$ cat config.mk
export PLATFORM = sky130hd
export DESIGN_NAME = cps_sequencer
export DESIGN_NICKNAME = d
export VERILOG_FILES = /design/src/rtl/cps_pkg.sv /design/src/rtl/cps_timer.sv /design/src/rtl/cps_deglitch.sv /design/src/rtl/cps_sequencer.sv
export VERILOG_INCLUDE_DIRS = /design/src /design/src/rtl
export SDC_FILE = /design/constraint.sdc
export NUM_CORES = 1
export LEC_CHECK = 0
export BUFFER_PORTS_ARGS = -buffer_cell sky130_fd_sc_hd__buf_2
export CAP_MARGIN = 25
export CORE_MARGIN = 5
export CORE_UTILIZATION = 40
export DETAILED_ROUTE_END_ITERATION = 12
export GPL_TIMING_DRIVEN = 1
export PLACE_DENSITY_LB_ADDON = 0.1
export REMOVE_ABC_BUFFERS = 1
export SKIP_LAST_GASP = 1
export SLEW_MARGIN = 20
export SYNTH_ARGS = -nofsm -noshare
export SYNTH_HDL_FRONTEND = slang
export SYNTH_SLANG_ARGS = --single-unit
$ cat constraint.sdc
create_clock -name clk -period 5.75 [get_ports clk]
set_input_delay 0.575 -clock clk [delete_from_list [all_inputs] [get_ports clk]]
set_output_delay 0.575 -clock clk [all_outputs]
set_load 0.05 [all_outputs]
$ cat src/rtl/cps_map.svh
`ifndef CPS_MAP_SVH
`define CPS_MAP_SVH
// times in microseconds, counts derived at 100 MHz (100 cycles per us)
`define CPS_CLK_MHZ 100
`define CPS_POR_BLANK_US 8000
`define CPS_OVP_RETRY_US 8000
`define CPS_BOVP_BLANK_US 176
`define CPS_OVP_RESP_US 1
`define CPS_OCP_BLANK_US 100
`define CPS_OCP_RETRY_US 1000
`define CPS_POR_DEGLITCH_US 10
`define CPS_POR_BLANK_CYC (`CPS_POR_BLANK_US * `CPS_CLK_MHZ)
`define CPS_OVP_RETRY_CYC (`CPS_OVP_RETRY_US * `CPS_CLK_MHZ)
`define CPS_BOVP_BLANK_CYC (`CPS_BOVP_BLANK_US * `CPS_CLK_MHZ)
`define CPS_OVP_RESP_CYC (`CPS_OVP_RESP_US * `CPS_CLK_MHZ)
`define CPS_OCP_BLANK_CYC (`CPS_OCP_BLANK_US * `CPS_CLK_MHZ)
`define CPS_OCP_RETRY_CYC (`CPS_OCP_RETRY_US * `CPS_CLK_MHZ)
`define CPS_POR_DEGLITCH_CYC (`CPS_POR_DEGLITCH_US * `CPS_CLK_MHZ)
`define CPS_LATCH_COUNT 16
`define CPS_TMR_W 24
`define CPS_CNT_W 5
`endif

$ cat src/rtl/cps_pkg.sv
package cps_pkg;
    typedef struct packed {
        logic supply_ok;
        logic input_surge;
        logic overcurrent;
        logic cell_surge;
        logic over_temp;
        logic limit_open;
        logic reverse_ok;
    } cps_flags_t;

    typedef enum logic [2:0] {
        CPS_OFF = 3'b000,
        CPS_BLANK = 3'b001,
        CPS_ON = 3'b010,
        CPS_SURGE_WAIT = 3'b011,
        CPS_OC_RETRY = 3'b100,
        CPS_CELL_OFF = 3'b101,
        CPS_LATCHED = 3'b110
    } cps_state_t;
endpackage

$ cat src/rtl/cps_timer.sv
`timescale 1ns/1ps
`default_nettype none
`include "cps_map.svh"
// counts while run is high; done once count reaches limit; clears when run drops
module cps_timer (
    input wire logic clk,
    input wire logic rst,
    input wire logic run,
    input wire logic [`CPS_TMR_W-1:0] limit,
    output logic done
);
    logic [`CPS_TMR_W-1:0] cnt_q;

    always_ff @(posedge clk or posedge rst) begin
        if (rst) begin
            cnt_q <= '0;
        end else if (!run) begin
            cnt_q <= '0;
        end else if (cnt_q != limit) begin
            cnt_q <= cnt_q + `CPS_TMR_W'(1);
        end
    end

    assign done = run && (cnt_q == limit);
endmodule
`default_nettype wire

$ cat src/rtl/cps_deglitch.sv
`timescale 1ns/1ps
`default_nettype none
`include "cps_map.svh"
// level follows raw only after raw has held its new value for the full window
module cps_deglitch (
    input wire logic clk,
    input wire logic rst,
    input wire logic raw,
    output logic level
);
    logic level_q;
    logic differ;
    logic held;

    assign differ = raw != level_q;

    cps_timer u_tmr (
        .clk(clk),
        .rst(rst),
        .run(differ),
        .limit(`CPS_TMR_W'(`CPS_POR_DEGLITCH_CYC)),
        .done(held)
    );

    always_ff @(posedge clk or posedge rst) begin
        if (rst) begin
            level_q <= 1'b0;
        end else if (held) begin
            level_q <= raw;
        end
    end

    assign level = level_q;
endmodule
`default_nettype wire

$ cat src/rtl/cps_sequencer.sv
`timescale 1ns/1ps
`default_nettype none
`include "cps_map.svh"
module cps_sequencer (
    input wire logic clk,
    input wire logic rst,
    input wire logic supply_input_ok,
    input wire logic input_surge,
    input wire logic overcurrent,
    input wire logic cell_surge,
    input wire logic over_temp,
    input wire logic current_limit_open,
    input wire logic reverse_sense,
    input wire logic enable_n,
    output logic pass_gate,
    output logic soft_start,
    output logic current_limit_mode,
    output logic reverse_pass_switch,
    output logic fault_n_oe,
    output logic latched_off
);
    cps_pkg::cps_flags_t flg;
    cps_pkg::cps_state_t state_q;
    cps_pkg::cps_state_t state_d;
    logic supply_ok;
    logic enabled;
    logic en_q;
    logic blank_done, surge_done, ocb_done, ocr_done, cellb_done;
    logic [`CPS_CNT_W-1:0] fault_cnt_q;
    logic latch_q;
    logic count_evt;
    logic gate_q, ss_q, cl_q, rev_q, flt_q;

    // dips on the supply flag shorter than the window never reach the sequence
    cps_deglitch u_por (
        .clk(clk),
        .rst(rst),
        .raw(supply_input_ok),
        .level(supply_ok)
    );

    always_comb begin
        flg.supply_ok = supply_ok;
        flg.input_surge = input_surge;
        flg.overcurrent = overcurrent;
        flg.cell_surge = cell_surge;
        flg.over_temp = over_temp;
        flg.limit_open = current_limit_open;
        flg.reverse_ok = reverse_sense;
    end

    // a floating pin is pulled low on the die, so low means enabled
    assign enabled = !enable_n;

    // reverse flow bypasses every over-current action
    function automatic logic fwd_oc(input cps_pkg::cps_flags_t f);
        return f.overcurrent && !f.reverse_ok;
    endfunction

    cps_timer u_blank (.clk(clk), .rst(rst),
        .run(state_q == cps_pkg::CPS_BLANK),
        .limit(`CPS_TMR_W'(`CPS_POR_BLANK_CYC)), .done(blank_done));
    cps_timer u_surge (.clk(clk), .rst(rst),
        .run(state_q == cps_pkg::CPS_SURGE_WAIT && !flg.input_surge),
        .limit(`CPS_TMR_W'(`CPS_OVP_RETRY_CYC)), .done(surge_done));
    cps_timer u_ocb (.clk(clk), .rst(rst),
        .run(state_q == cps_pkg::CPS_ON && fwd_oc(flg)),
        .limit(`CPS_TMR_W'(`CPS_OCP_BLANK_CYC)), .done(ocb_done));
    cps_timer u_ocr (.clk(clk), .rst(rst),
        .run(state_q == cps_pkg::CPS_OC_RETRY),
        .limit(`CPS_TMR_W'(`CPS_OCP_RETRY_CYC)), .done(ocr_done));
    cps_timer u_cellb (.clk(clk), .rst(rst),
        .run(state_q == cps_pkg::CPS_ON && flg.cell_surge),
        .limit(`CPS_TMR_W'(`CPS_BOVP_BLANK_CYC)), .done(cellb_done));

    // a surge or power loss in the same cycle takes over, so that shutdown is not counted
    assign count_evt = (state_q == cps_pkg::CPS_ON) && flg.supply_ok && !flg.input_surge
        && (ocb_done || cellb_done);

    always_comb begin
        state_d = state_q;
        case (state_q)
            cps_pkg::CPS_OFF: begin
                if (flg.supply_ok) state_d = cps_pkg::CPS_BLANK;
            end
            cps_pkg::CPS_BLANK: begin
                if (blank_done) state_d = cps_pkg::CPS_ON;
            end
            cps_pkg::CPS_ON: begin
                if (flg.input_surge) state_d = cps_pkg::CPS_SURGE_WAIT;
                else if (latch_q) state_d = cps_pkg::CPS_LATCHED;
                else if (ocb_done) state_d = cps_pkg::CPS_OC_RETRY;
                else if (cellb_done) state_d = cps_pkg::CPS_CELL_OFF;
            end
            cps_pkg::CPS_SURGE_WAIT: begin
                if (surge_done) state_d = cps_pkg::CPS_ON;
            end
            cps_pkg::CPS_OC_RETRY: begin
                if (flg.input_surge) state_d = cps_pkg::CPS_SURGE_WAIT;
                else if (ocr_done) state_d = cps_pkg::CPS_ON;
            end
            cps_pkg::CPS_CELL_OFF: begin
                if (flg.input_surge) state_d = cps_pkg::CPS_SURGE_WAIT;
                else if (!flg.cell_surge) state_d = cps_pkg::CPS_ON;
            end
            cps_pkg::CPS_LATCHED: begin
                if (!latch_q) state_d = cps_pkg::CPS_ON;
            end
            default: state_d = cps_pkg::CPS_OFF;
        endcase
        if (!flg.supply_ok) state_d = cps_pkg::CPS_OFF;
        if (latch_q && state_d != cps_pkg::CPS_OFF) state_d = cps_pkg::CPS_LATCHED;
    end

    always_ff @(posedge clk or posedge rst) begin
        if (rst) begin
            state_q <= cps_pkg::CPS_OFF;
        end else begin
            state_q <= state_d;
        end
    end

    always_ff @(posedge clk or posedge rst) begin
        if (rst) begin
            en_q <= 1'b1; // pin idles enabled, so reset leaves no false edge
        end else begin
            en_q <= enabled;
        end
    end

    // the count survives disable; only a fresh enable edge or power loss clears it
    always_ff @(posedge clk or posedge rst) begin
        if (rst) begin
            fault_cnt_q <= '0;
            latch_q <= 1'b0;
        end else if (count_evt && !latch_q) begin
            // a shutdown meeting the enable edge still counts: the set wins
            fault_cnt_q <= fault_cnt_q + `CPS_CNT_W'(1);
            if (fault_cnt_q == `CPS_CNT_W'(`CPS_LATCH_COUNT - 1)) latch_q <= 1'b1;
        end else if (!flg.supply_ok || (enabled && !en_q)) begin
            fault_cnt_q <= '0;
            latch_q <= 1'b0;
        end
    end

    always_ff @(posedge clk or posedge rst) begin
        if (rst) begin
            gate_q <= 1'b0;
            ss_q <= 1'b0;
        end else begin
            gate_q <= state_d == cps_pkg::CPS_ON && enabled && !latch_q && !flg.input_surge
                && !flg.over_temp && !flg.limit_open;
            ss_q <= state_q == cps_pkg::CPS_BLANK && blank_done;
        end
    end

    always_ff @(posedge clk or posedge rst) begin
        if (rst) begin
            cl_q <= 1'b0;
            rev_q <= 1'b0;
            flt_q <= 1'b0;
        end else begin
            cl_q <= state_q == cps_pkg::CPS_ON && fwd_oc(flg);
            rev_q <= flg.reverse_ok;
            flt_q <= flg.input_surge || state_d == cps_pkg::CPS_SURGE_WAIT || fwd_oc(flg)
                || state_d == cps_pkg::CPS_OC_RETRY || state_d == cps_pkg::CPS_CELL_OFF
                || state_d == cps_pkg::CPS_LATCHED;
        end
    end

    assign pass_gate = gate_q;
    assign soft_start = ss_q;
    assign current_limit_mode = cl_q;
    assign reverse_pass_switch = rev_q;
    assign fault_n_oe = flt_q;
    assign latched_off = latch_q;

    // assertion helpers only; nothing in the switching path reads them
    logic [`CPS_TMR_W-1:0] supply_age_q, surge_age_q, oc_age_q, cell_age_q;

    // saturating age, so a long-past event never wraps into a recent one
    function automatic logic [`CPS_TMR_W-1:0] age_next(input logic hold, input logic [`CPS_TMR_W-1:0] age);
        if (!hold) return '0;
        if (age == {`CPS_TMR_W{1'b1}}) return age;
        return age + `CPS_TMR_W'(1);
    endfunction

    always_ff @(posedge clk or posedge rst) begin
        if (rst) begin
            supply_age_q <= '0;
            surge_age_q <= {`CPS_TMR_W{1'b1}};
            oc_age_q <= '0;
            cell_age_q <= '0;
        end else begin
            supply_age_q <= age_next(supply_ok, supply_age_q);
            surge_age_q <= age_next(!input_surge, surge_age_q);
            oc_age_q <= age_next(overcurrent && !reverse_sense, oc_age_q);
            cell_age_q <= age_next(cell_surge, cell_age_q);
        end
    end

    chk_surge_off: assert property (@(posedge clk) disable iff (rst)
        input_surge |=> !pass_gate)
        else $error("gate still on after input surge");
    chk_surge_retry: assert property (@(posedge clk) disable iff (rst)
        $fell(input_surge) |=> !pass_gate [*8])
        else $error("gate returned before surge retry");
    chk_fault_ind: assert property (@(posedge clk) disable iff (rst)
        (input_surge || (overcurrent && !reverse_sense)) |=> fault_n_oe)
        else $error("fault indication missing");
    chk_latch_gate: assert property (@(posedge clk) disable iff (rst)
        latched_off |=> !pass_gate)
        else $error("gate on while latched");
    chk_reverse_nolim: assert property (@(posedge clk) disable iff (rst)
        reverse_sense |=> !current_limit_mode)
        else $error("limit during reverse flow");
    chk_limit_open: assert property (@(posedge clk) disable iff (rst)
        current_limit_open |=> !pass_gate)
        else $error("gate on with open limit pin");
    chk_temp_off: assert property (@(posedge clk) disable iff (rst)
        over_temp |=> !pass_gate)
        else $error("gate on while hot");
    chk_disable_off: assert property (@(posedge clk) disable iff (rst)
        enable_n |=> !pass_gate)
        else $error("gate on while disabled");
    chk_reverse_on: assert property (@(posedge clk) disable iff (rst)
        reverse_sense |=> reverse_pass_switch)
        else $error("reverse switch not on");
    chk_por_blank: assert property (@(posedge clk) disable iff (rst)
        $rose(state_q == cps_pkg::CPS_BLANK) |=> !pass_gate [*8])
        else $error("gate on during blanking");

    // span checks look back through the saturating ages instead of long repetitions
    chk_soft_pulse: assert property (@(posedge clk) disable iff (rst)
        soft_start |=> !soft_start)
        else $error("soft start pulse too long");
    chk_blank_span: assert property (@(posedge clk) disable iff (rst)
        $rose(soft_start) |-> supply_age_q >= `CPS_TMR_W'(`CPS_POR_BLANK_CYC))
        else $error("soft start before blanking ended");
    chk_retry_span: assert property (@(posedge clk) disable iff (rst)
        $rose(pass_gate) |-> surge_age_q >= `CPS_TMR_W'(`CPS_OVP_RETRY_CYC))
        else $error("gate on before surge retry time");
    chk_oc_limit: assert property (@(posedge clk) disable iff (rst)
        (state_q == cps_pkg::CPS_ON && overcurrent && !reverse_sense) |=> current_limit_mode)
        else $error("current limit mode missing");
    chk_oc_span: assert property (@(posedge clk) disable iff (rst)
        $rose(state_q == cps_pkg::CPS_OC_RETRY) |-> oc_age_q >= `CPS_TMR_W'(`CPS_OCP_BLANK_CYC))
        else $error("over-current shutdown too early");
    chk_oc_hold: assert property (@(posedge clk) disable iff (rst)
        state_q == cps_pkg::CPS_OC_RETRY |-> !pass_gate)
        else $error("gate on during over-current retry");
    chk_cell_span: assert property (@(posedge clk) disable iff (rst)
        $rose(state_q == cps_pkg::CPS_CELL_OFF) |-> cell_age_q >= `CPS_TMR_W'(`CPS_BOVP_BLANK_CYC))
        else $error("cell surge shutdown too early");
    chk_cell_back: assert property (@(posedge clk) disable iff (rst)
        (state_q == cps_pkg::CPS_CELL_OFF && !cell_surge) |=> state_q != cps_pkg::CPS_CELL_OFF)
        else $error("no recovery after cell surge");
    chk_latch_count: assert property (@(posedge clk) disable iff (rst)
        $rose(latched_off) |-> fault_cnt_q == `CPS_CNT_W'(`CPS_LATCH_COUNT))
        else $error("latch set at wrong count");
    chk_latch_hold: assert property (@(posedge clk) disable iff (rst)
        state_q == cps_pkg::CPS_LATCHED |-> !pass_gate)
        else $error("gate on in latched state");
    chk_enable_clear: assert property (@(posedge clk) disable iff (rst)
        (!enable_n && !en_q && !(count_evt && !latch_q)) |=> !latched_off)
        else $error("enable edge did not clear latch");
    chk_fault_states: assert property (@(posedge clk) disable iff (rst)
        (state_q == cps_pkg::CPS_OC_RETRY || state_q == cps_pkg::CPS_CELL_OFF) |-> fault_n_oe)
        else $error("fault indication missing in shutdown");
    chk_gate_state: assert property (@(posedge clk) disable iff (rst)
        pass_gate |-> state_q == cps_pkg::CPS_ON)
        else $error("gate on outside on state");

    cov_gate_on: cover property (@(posedge clk) disable iff (rst) $rose(pass_gate));
    cov_oc_retry: cover property (@(posedge clk) disable iff (rst) state_q == cps_pkg::CPS_OC_RETRY);
    cov_cell_off: cover property (@(posedge clk) disable iff (rst) state_q == cps_pkg::CPS_CELL_OFF);
    cov_latched: cover property (@(posedge clk) disable iff (rst) $rose(latched_off));
    cov_released: cover property (@(posedge clk) disable iff (rst) $fell(latched_off));
endmodule
`default_nettype wire

Yosys cells after proc, flatten, opt, wreduce, memory -nomap -nowiden
Index checks and enable logic that the tools add are counted.
{"block": "op_classes", "n_addsub": 7, "eq_ne": 32, "n_mux": 31, "reduce_logical": 41}
{"op": "2-to-1 mux 24 bit", "n": 12}
{"op": "adder 24 x 1 -> 24 bit, second input constant", "n": 6}
{"op": "equality test 24 x 20 -> 1 bit, second input constant", "n": 2}
{"op": "inequality test 24 x 20 -> 1 bit, second input constant", "n": 2}
{"op": "2-to-1 mux 3 bit", "n": 13}
{"op": "equality test 24 x 10 -> 1 bit, second input constant", "n": 1}
{"op": "equality test 24 x 14 -> 1 bit, second input constant", "n": 1}
{"op": "equality test 24 x 15 -> 1 bit, second input constant", "n": 1}
{"op": "equality test 24 x 17 -> 1 bit, second input constant", "n": 1}
{"op": "inequality test 24 x 10 -> 1 bit, second input constant", "n": 1}
{"op": "inequality test 24 x 14 -> 1 bit, second input constant", "n": 1}
{"op": "inequality test 24 x 15 -> 1 bit, second input constant", "n": 1}
{"op": "inequality test 24 x 17 -> 1 bit, second input constant", "n": 1}
{"op": "logical AND 1 bit", "n": 22}
{"op": "case mux 3 bit (7 select lines)", "n": 1}
{"op": "equality test 3 bit, second input constant", "n": 6}
{"op": "equality test 3 x 2 -> 1 bit, second input constant", "n": 4}
{"op": "2-to-1 mux 5 bit", "n": 2}
{"op": "inequality test 2 bit, second input constant", "n": 5}
{"op": "logical NOT 1 bit", "n": 8}
{"op": "logical OR 1 bit", "n": 7}
{"op": "adder 5 x 1 -> 5 bit, second input constant", "n": 1}
{"op": "equality test 5 x 4 -> 1 bit, second input constant", "n": 1}
{"op": "inequality test 2 x 1 -> 1 bit, second input constant", "n": 2}
{"op": "other kinds (7)", "n": 9}
{"block": "word_totals", "ff_bits": 160, "inputBits": 10, "out_inout_bits": 6, "word_cells": 127}

Depth between registers and ports, before layout
Gate-level depths: netlist of the first run.
{"block": "depth", "depth_word": 18, "mapped_depth": 9, "depth_no_buf": 8}

Cells and area by module
Synthesis of the first run repeated with hierarchy kept, for this count alone.
{"block": "unflattened", "hier_cells": 1329, "hier_area_um2": 11792.6}
{"module": "cps_timer", "instances": 6, "cells_each": 205, "area_each_um2": 1811.7, "seq_area_each_um2": 600.6}
{"module": "cps_sequencer", "instances": 1, "cells_each": 93, "area_each_um2": 862.1, "seq_area_each_um2": 376.6}
{"module": "cps_deglitch", "instances": 1, "cells_each": 6, "area_each_um2": 60.1, "seq_area_each_um2": 25.0}

Worst setup path after synthesis of the first run
No wires, ideal clock.
{"block": "synth_timing", "path_kind": "register to register", "start": "register u_surge.cnt_q[16]", "end": "register flt_q, in the netlist fault_n_oe", "setup_ns": 0.129, "t_arrival_ns": 2.049, "slack_ns": 3.573, "stages_incl_launch_ff": 7, "path_buffers": 0, "path_cell_list": "dfrtp_1 -> or4_1 -> or4_1 -> o21ai_1 -> o21a_2 -> o211ai_2 -> a2111o_1"}
{"block": "synth_via", "elab_chain_len": 14, "word_cells_on_any_way": 17, "classes_between": "eq/ne: 5; mux: 4; reduce/logical: 8"}
{"item": "from (decl)", "line": "cps_timer.sv:12", "source": "logic [`CPS_TMR_W-1:0] cnt_q;"}
{"item": "from (signal assigned)", "line": "cps_timer.sv:20", "source": "cnt_q <= cnt_q + `CPS_TMR_W'(1);"}
{"item": "equality test 24 x 20 -> 1 bit *", "line": "cps_timer.sv:24", "source": "assign done = run && (cnt_q == limit);"}
{"item": "logical AND 1 bit *", "line": "cps_timer.sv:24"}
{"item": "2-to-1 mux 3 bit *", "line": "cps_sequencer.sv:96", "source": "if (surge_done) state_d = cps_pkg::CPS_ON;"}
{"item": "case mux 3 bit (7 select lines) *", "line": "cps_sequencer.sv:82", "source": "case (state_q)"}
{"item": "2-to-1 mux 3 bit *", "line": "cps_sequencer.sv:111", "source": "if (!flg.supply_ok) state_d = cps_pkg::CPS_OFF;"}
{"item": "nonzero test 3 bit", "line": "cps_sequencer.sv:112", "source": "if (latch_q && state_d != cps_pkg::CPS_OFF) state_d = cps_pkg::CPS_LATCHED;"}
{"item": "logical AND 1 bit", "line": "cps_sequencer.sv:112"}
{"item": "2-to-1 mux 3 bit *", "line": "cps_sequencer.sv:112"}
{"item": "via state_d[0]", "line": "cps_sequencer.sv:24", "source": "cps_pkg::cps_state_t state_d;"}
{"item": "equality test 3 x 2 -> 1 bit", "line": "cps_sequencer.sv:165", "source": "flt_q <= flg.input_surge || state_d == cps_pkg::CPS_SURGE_WAIT || fwd_oc(flg)"}
{"item": "logical OR 1 bit (2 in a row)", "line": "cps_sequencer.sv:165"}
{"item": "logical OR 1 bit (2 in a row)", "line": "cps_sequencer.sv:166", "source": "|| state_d == cps_pkg::CPS_OC_RETRY || state_d == cps_pkg::CPS_CELL_OFF"}
{"item": "logical OR 1 bit *", "line": "cps_sequencer.sv:167", "source": "|| state_d == cps_pkg::CPS_LATCHED;"}
{"item": "to (signal assigned)", "line": "cps_sequencer.sv:165"}
{"item": "to (decl)", "line": "cps_sequencer.sv:32", "source": "logic gate_q, ss_q, cl_q, rev_q, flt_q;"}
Mark *: on every way through the listed nets, which the timed path passes. The rest lies on a longest branch.
A chain may end at the register's enable or synchronous reset.

Final worst setup path of the first run
{"block": "layout_timing", "start": "register state_q[1]", "end": "register flt_q, in the netlist fault_n_oe"}
{"block": "layout_via", "elab_chain_len": 18, "word_cells_on_any_way": 40, "classes_between": "eq/ne: 10; mux: 14; reduce/logical: 16"}
{"item": "from (decl)", "line": "cps_sequencer.sv:23", "source": "cps_pkg::cps_state_t state_q;"}
{"item": "from (signal assigned)", "line": "cps_sequencer.sv:117", "source": "state_q <= cps_pkg::CPS_OFF;"}
{"item": "from (signal assigned)", "line": "cps_sequencer.sv:119", "source": "state_q <= state_d;"}
{"item": "equality test 3 x 2 -> 1 bit", "line": "cps_sequencer.sv:67, cps_sequencer.sv:73, cps_sequencer.sv:82"}
{"item": "logical AND 1 bit", "line": "cps_sequencer.sv:73", "source": ".run(state_q == cps_pkg::CPS_ON && flg.cell_surge),"}
{"item": "logical AND 1 bit", "line": "cps_timer.sv:24"}
{"item": "2-to-1 mux 3 bit", "line": "cps_sequencer.sv:93", "source": "else if (cellb_done) state_d = cps_pkg::CPS_CELL_OFF;"}
{"item": "2-to-1 mux 3 bit", "line": "cps_sequencer.sv:92", "source": "else if (ocb_done) state_d = cps_pkg::CPS_OC_RETRY;"}
{"item": "2-to-1 mux 3 bit", "line": "cps_sequencer.sv:91", "source": "else if (latch_q) state_d = cps_pkg::CPS_LATCHED;"}
{"item": "2-to-1 mux 3 bit", "line": "cps_sequencer.sv:90", "source": "if (flg.input_surge) state_d = cps_pkg::CPS_SURGE_WAIT;"}
{"item": "case mux 3 bit (7 select lines) *", "line": "cps_sequencer.sv:82"}
{"item": "2-to-1 mux 3 bit *", "line": "cps_sequencer.sv:111"}
{"item": "nonzero test 3 bit", "line": "cps_sequencer.sv:112"}
{"item": "logical AND 1 bit", "line": "cps_sequencer.sv:112"}
{"item": "2-to-1 mux 3 bit *", "line": "cps_sequencer.sv:112"}
{"item": "equality test 3 x 2 -> 1 bit", "line": "cps_sequencer.sv:165"}
{"item": "logical OR 1 bit (2 in a row)", "line": "cps_sequencer.sv:165"}
{"item": "logical OR 1 bit (2 in a row)", "line": "cps_sequencer.sv:166"}
{"item": "logical OR 1 bit *", "line": "cps_sequencer.sv:167"}
Mark *: on every way between the ends. The rest lies on a longest branch, timed or not.

==> run metrics, run 1 <==
run status=complete, no violations; data required time of the critical path=6040 ps; max frequency=338 MHz; portion of netlist area occupied by mux cells=0.0113; routability congestion estimate=0.759; number of cells in the finished layout apart from fillers=1,169; number of distinct library cells after synthesis=54; vias in the first global route=5,828; TritonCTS clock tree=done; Antenna diodes=0; maximum number of pins on one net before global-route repair=77; standard cell core area=20,200 µm²; wire length reported by the detailed router=16,500 µm; post-CTS sizing=0; area of the mapped netlist=8190 µm²; Top delay family on crit path=compound AO/OA/AOI/OAI gates; cell chain of the critical path=nor3b_2, nand2_1, o32ai_2, o311a_1, o21ai_0, a2111o_1; fin crit period=2960 ps; per-instance average area after synthesis=9.40 µm²; Tot GR Track Use=0.147; cell leakage power=3.60 nW; Wirelength per Cell=14.1 µm; Die Ht=153 µm; most instantiated flip-flop cell in the synthesis netlist=dfrtp_1; count of nets left with antenna violations after detail routing=0; Max Slew Vio Count=0; setup clock skew after layout=10.6 ps; arrival time reported for the critical path endpoint=3260 ps; post-route setup slack=2790 ps; worst skew pair latency=420 ps; Synth warnings=0; number of failing hold endpoints at the final stage=0; total clock buffers created by CTS=17; Die X-Extent=153 µm; critical path launch point type=flip-flop; final HPWL from detailed placement=11,100 µm; largest cells by area after synthesis=dfrtp_1 (49%), xor2_1 (8.2%), nor2_1 (7.1%); deepest clock path buffer count=2; first-pass GRT wire length=28,900 µm; number of enable flip-flop cells after synthesis=0; type of the setup path with the least slack=reg2reg; setup slack, reg-to-reg=2790 ps; number of sinks handled by clock tree synthesis=160; Final setup violation count=0; DRT iter0 DRCs=306; Clock Root Buffer=clkbuf_16; summed negative setup slack over all endpoints=0 ps; commonest cells in the synthesized netlist=dfrtp_1 (159), nor2_1 (155), xor2_1 (77); largest family of logic cells by synthesized area=simple AND/OR/NAND/NOR gates; kind of end point of the critical path=flip-flop; Max stage delay on crit path=640 ps; detail-routed via count per cell=5.11; number of buffer and inverter stages on the critical path=0; number of antenna violations at the first check in global routing=1; worst slack at placement=2750 ps; critical path's slowest cell=nand2_1; relative slew slack=0.336; adder and majority gate portion of the synthesized area=0.0214; proportion of register bits with asynchronous set or reset after synthesis=1.00; Synth Area in Simple Gates=0.274; final routed DRC violation total=0; Area after DPL=8540 µm²; final clock period utilization by the worst path=0.515; # Post-CTS Setup Buffers=0; setup repair after global routing missed its margin=false; starting utilization of the core area=0.406; area of the die=23,400 µm²; post-synthesis sequential element count=160; P&R area growth vs syn=12.1%; synthesized-area fraction occupied by ao, oa, aoi and oai cells=0.0484; PwrDens=260 nW/µm²; std cell rows=52; peak ir drop on the vdd network=179 µV; via count of the routed design=5,971; final net count=910; post-synthesis sequential area ratio=0.489; port buffer count=15; layout cell share with drive strength beyond 1=0.0723; Hold-fix buffers, CTS=0; instance count of the mapped netlist=871; highest fanout seen on the critical path=27; worst min path class=in2reg; maximum capacitance violations=0; Final Util=0.455; number of iterations in the first detailed-routing pass=4; power consumption=2.39 mW; XOR/XNOR share of the synthesized area=0.126; H-tree levels=4; share of the synthesized area in the top cell type=0.486; Ports=16; clock input transition at the sequential cells of the worst setup and hold paths=60 ps; Finished Cell Area=9180 µm²; cell accounting for the most synthesized area=dfrtp_1; Least-Margin Pin Slew=994 ps; smallest hold slack=271 ps; number of fillers in the final layout=2,011; placed instance count=1,136; global route total overflow=0; most used standard cell by instance count after synthesis=dfrtp_1
layout make-up:
class	instances	area [µm²]	area share
Clock buffer	23	468	0.0510
Clock inverter	9	155	0.0169
Inverter	37	144	0.0157
Multi-Input combinational cell	651	3950	0.430
Sequential cell	160	4010	0.436
Tap cell	270	338	0.0368
Timing Repair Buffer	19	120	0.0131
layer usage:
layer | up-vias | track usage | part of all wire
met5 | - | 0 | 0.00067
met1 | 2879 | 0.211 | 0.52
met4 | 2 | 0.0386 | 0.012
li1 | 3023 | - | -
met2 | 48 | 0.222 | 0.44
met3 | 19 | 0.0356 | 0.028
cells by family after synthesis:
logic type / Yosys count
AND/OR/NAND/NOR: 444
flip-flops: 160
XOR/XNOR: 118
AO/OA/AOI/OAI: 66
buffers and inverters: 60
adder cells (fa/ha/maj): 14
multiplexers: 9
layout by cell type, fill, tap and decap left out, types with 3 or more instances in the layout:
cell type	count
or2_2	4
ha_1	14
dfrtp_1	159
and4_1	8
nor2_1	155
nor2b_1	5
nand2b_1	7
nor4_1	20
inv_1	36
and2_1	6
and3_1	15
buf_2	15
nor4b_1	9
nand4_1	42
a21oi_1	23
bufinv_16	4
nand2_1	57
xor2_1	77
mux2i_1	7
or3_1	22
clkbuf_16	17
xnor2_1	40
clkbuf_1	4
o21ai_0	28
nor3b_1	3
nand3_1	53
nor3_1	21
or4_1	3
sequential cells by signal (all words and copies together) (netlist names), 3 cells and up:
name	count
u_blank.cnt_q	24
u_cellb.cnt_q	24
u_ocb.cnt_q	24
u_ocr.cnt_q	24
u_por.u_tmr.cnt_q	24
u_surge.cnt_q	24
fault_cnt_q	5
state_q	3
path summary, 6_finish.rpt:
| path | from | end | depth (start not counted) |
|---|---|---|---|
| max reg2reg | state_q[1] | fault_n_oe | 6 |
| min | reverse_sense | reverse_pass_switch | 1 |
| min in group asynchronous | rst | u_ocr.cnt_q[20] | 2 |
| max in group asynchronous | rst | u_cellb.cnt_q[17] | 3 |
| max | state_q[1] | fault_n_oe | 6 |
| min reg2reg | fault_cnt_q[2] | fault_cnt_q[2] | 1 |
report_power, final:
| part | total [mW] | internal, mW | switching (mW) |
|---|---|---|---|
| registers | 1.13 | 1.13 | 0.00274 |
| clock network | 1.21 | 0.752 | 0.459 |
| logic | 0.0447 | 0.00932 | 0.0354 |
(Power assumes the default switching activity.)
==> run 2, diff against run 1 <==
==> constraint.sdc (replaced) <==
create_clock -name clk -period 2.7 [get_ports clk]
set_input_delay 0.27 -clock clk [delete_from_list [all_inputs] [get_ports clk]]
set_output_delay 0.27 -clock clk [all_outputs]
set_load 0.05 [all_outputs]
==> run 2 against run 1 <==
Against the previous run: die area stayed put; critical endpoint unchanged; sequential share of layout area is 0.18 points lower; largest cell class unchanged; critical path depth is 2 higher.
==> run metrics, run 2 (synthesis gave the netlist of run 1 again) <==
run status=complete, no violations (unchanged); Die Ht=153 µm (unchanged); final net count=921 (was 910); DRT iter0 DRCs=277 (was 306); total clock buffers created by CTS=17 (unchanged); TritonCTS clock tree=done (unchanged); std cell rows=52 (unchanged); Clock Root Buffer=clkbuf_16 (unchanged); P&R area growth vs syn=12.6% (was 12.1%); routability congestion estimate=0.798 (was 0.759); number of fillers in the final layout=1,971 (was 2,011); combinational cell fraction of total power=0.021 (was 0.019); critical path launch point type=flip-flop (unchanged); maximum capacitance violations=0 (unchanged); via count of the routed design=5,959 (was 5,971); number of cells in the finished layout apart from fillers=1,178 (was 1,169); setup repair after global routing missed its margin=false (unchanged); number of antenna violations at the first check in global routing=1 (unchanged); Sequential Area=4010 µm² (unchanged); detail-routed via count per cell=5.06 (was 5.11); number of sinks handled by clock tree synthesis=160 (unchanged); maximum number of pins on one net before global-route repair=63 (was 77); smallest hold slack=127 ps (was 271 ps); number of iterations in the first detailed-routing pass=4 (unchanged); first-pass GRT wire length=28,600 µm (was 28,900 µm); Ports=16 (unchanged); kind of end point of the critical path=flip-flop (unchanged); standard cell core area=20,200 µm² (unchanged); part of the total power dissipated in sequential elements=0.498 (was 0.474); arrival time reported for the critical path endpoint=2700 ps (was 3260 ps); post-CTS sizing=0 (unchanged); commonest non-fill, non-tap cell in the layout=dfrtp_1 (unchanged); most frequent cells in the layout=dfrtp_1 (159), nor2_1 (155), xor2_1 (77) (unchanged); starting utilization of the core area=0.406 (unchanged); peak ir drop on the vdd network=370 µV (was 179 µV); data required time of the critical path=3000 ps (was 6040 ps); worst skew pair latency=420 ps (about the same); global route total overflow=0 (unchanged); final HPWL from detailed placement=11,000 µm (was 11,100 µm); worst min path class=in2reg (unchanged); deepest clock path buffer count=2 (unchanged); total internal power=3.80 mW (was 1.89 mW); Max Slew Vio Count=0 (unchanged); net switching fraction of the power=0.214 (was 0.208); H-tree levels=4 (unchanged); PwrDens=525 nW/µm² (was 260 nW/µm²); wire length reported by the detailed router=16,300 µm (was 16,500 µm); final routed DRC violation total=0 (unchanged); port buffer count=15 (unchanged); wire length on met3=416 µm (was 462 µm); count of nets left with antenna violations after detail routing=0 (unchanged); switching power total=1.04 mW (was 0.497 mW); Least-Margin Pin Slew=806 ps (was 994 ps); Final setup violation count=0 (unchanged); Antenna diodes=0 (unchanged); placed instance count=1,145 (was 1,136); relative slew slack=0.461 (was 0.336); Area after DPL=8630 µm² (was 8540 µm²); Finished Cell Area=9220 µm² (was 9180 µm²); highest fanout seen on the critical path=4 (was 27); max frequency=416 MHz (was 338 MHz); Final Util=0.457 (was 0.455); setup clock skew after layout=12.0 ps (was 10.6 ps); type of the setup path with the least slack=reg2reg (unchanged); clock input transition at the sequential cells of the worst setup and hold paths=60 ps (about the same); number of failing hold endpoints at the final stage=0 (unchanged); final clock period utilization by the worst path=0.890 (was 0.515); cell leakage power=3.62 nW (was 3.60 nW); fin crit period=2400 ps (was 2960 ps); Die X-Extent=153 µm (unchanged); vias in the first global route=5,746 (was 5,828); DR top layer=met5 (unchanged); detailed-routing wirelength on met1=8460 µm (was 8580 µm); routed wl met2=7250 µm (about the same); layout cell share with drive strength beyond 1=0.0804 (was 0.0723); multi-input gate area in the final layout=3950 µm² (unchanged); Tot GR Track Use=0.146 (was 0.147); relative contribution of the clock network to total power=0.481 (was 0.507); area of the die=23,400 µm² (unchanged); Wirelength per Cell=13.9 µm (was 14.1 µm)
run 2: cell count changes in the layout (fill, tap and decap cells not counted), sizes merged:
cell / change
clkbuf: -3
dlygate4sd3: +3
inv: -1
clkinvlp: +2
clkinv: +2
buf: +8
bufinv: -2
run 2: final cells by class:
class	count	area share
Multi-Input combinational cell	651	0.428
Tap cell	270	0.0366
Clock inverter	10	0.0125
Timing Repair Buffer	30	0.0239
Clock buffer	20	0.0485
Inverter	37	0.0156
Sequential cell	160	0.435
run 2: path summary, 6_finish.rpt:
| check | start | end | slack, ps | cells past startpoint |
|---|---|---|---|---|
| worst max register to register | u_ocb.cnt_q[0] | fault_n_oe | 300 | 8 |
| min in group asynchronous | rst | u_por.u_tmr.cnt_q[6] | 490 | 3 |
| worst max-delay path | u_ocb.cnt_q[0] | fault_n_oe | 300 | 8 |
| max in group asynchronous | rst | en_q | 1480 | 4 |
| worst min-delay path | input_surge | fault_n_oe | 130 | 2 |
| worst min register to register | fault_cnt_q[2] | fault_cnt_q[2] | 500 | 1 |
run 2: stage by stage:
step	setup WS (ps)	power, mW	setup TNS [ps]
6_report	297	4.84	0
5_1_grt	103	5.04	0
2_1_floorplan	-1890	2.51	-300930
4_1_cts	275	4.93	0
3_3_place_gp	372	2.56	0
3_5_place_dp	299	2.56	0
run 2: power by group through the flow:
| stage | Sequential, mW | Combinational (mW) | Clock, mW |
|---|---|---|---|
| 6_report | 2.41 | 0.102 | 2.33 |
| 3_5_place_dp | 2.45 | 0.105 | 0 |
| 4_1_cts | 2.41 | 0.109 | 2.41 |
| 5_1_grt | 2.41 | 0.119 | 2.51 |
| 2_1_floorplan | 2.46 | 0.0544 | 0 |
| 3_3_place_gp | 2.45 | 0.106 | 0 |
run 2: repair_timing:
action                                 4_1_cts  5_1_grt
endpoints found under the hold margin       62        0
hold buffers                                 3        0
setup buffers                                0        0
run 2: critical path, stage by stage, from the launching register on:
cell and delay [ps]:
dfrtp_1 410, inv_1 70, ha_1 130, nor4b_1 240
nand4_1 250, o32ai_2 440, o311a_1 250, o21ai_0 90
a2111o_1 390
run 2: per-layer routing:
metal  track usage  up-vias
met1         0.210     2853
met5             0        -
met2         0.221       38
met4        0.0420        2
met3        0.0328       17
li1              -     3049
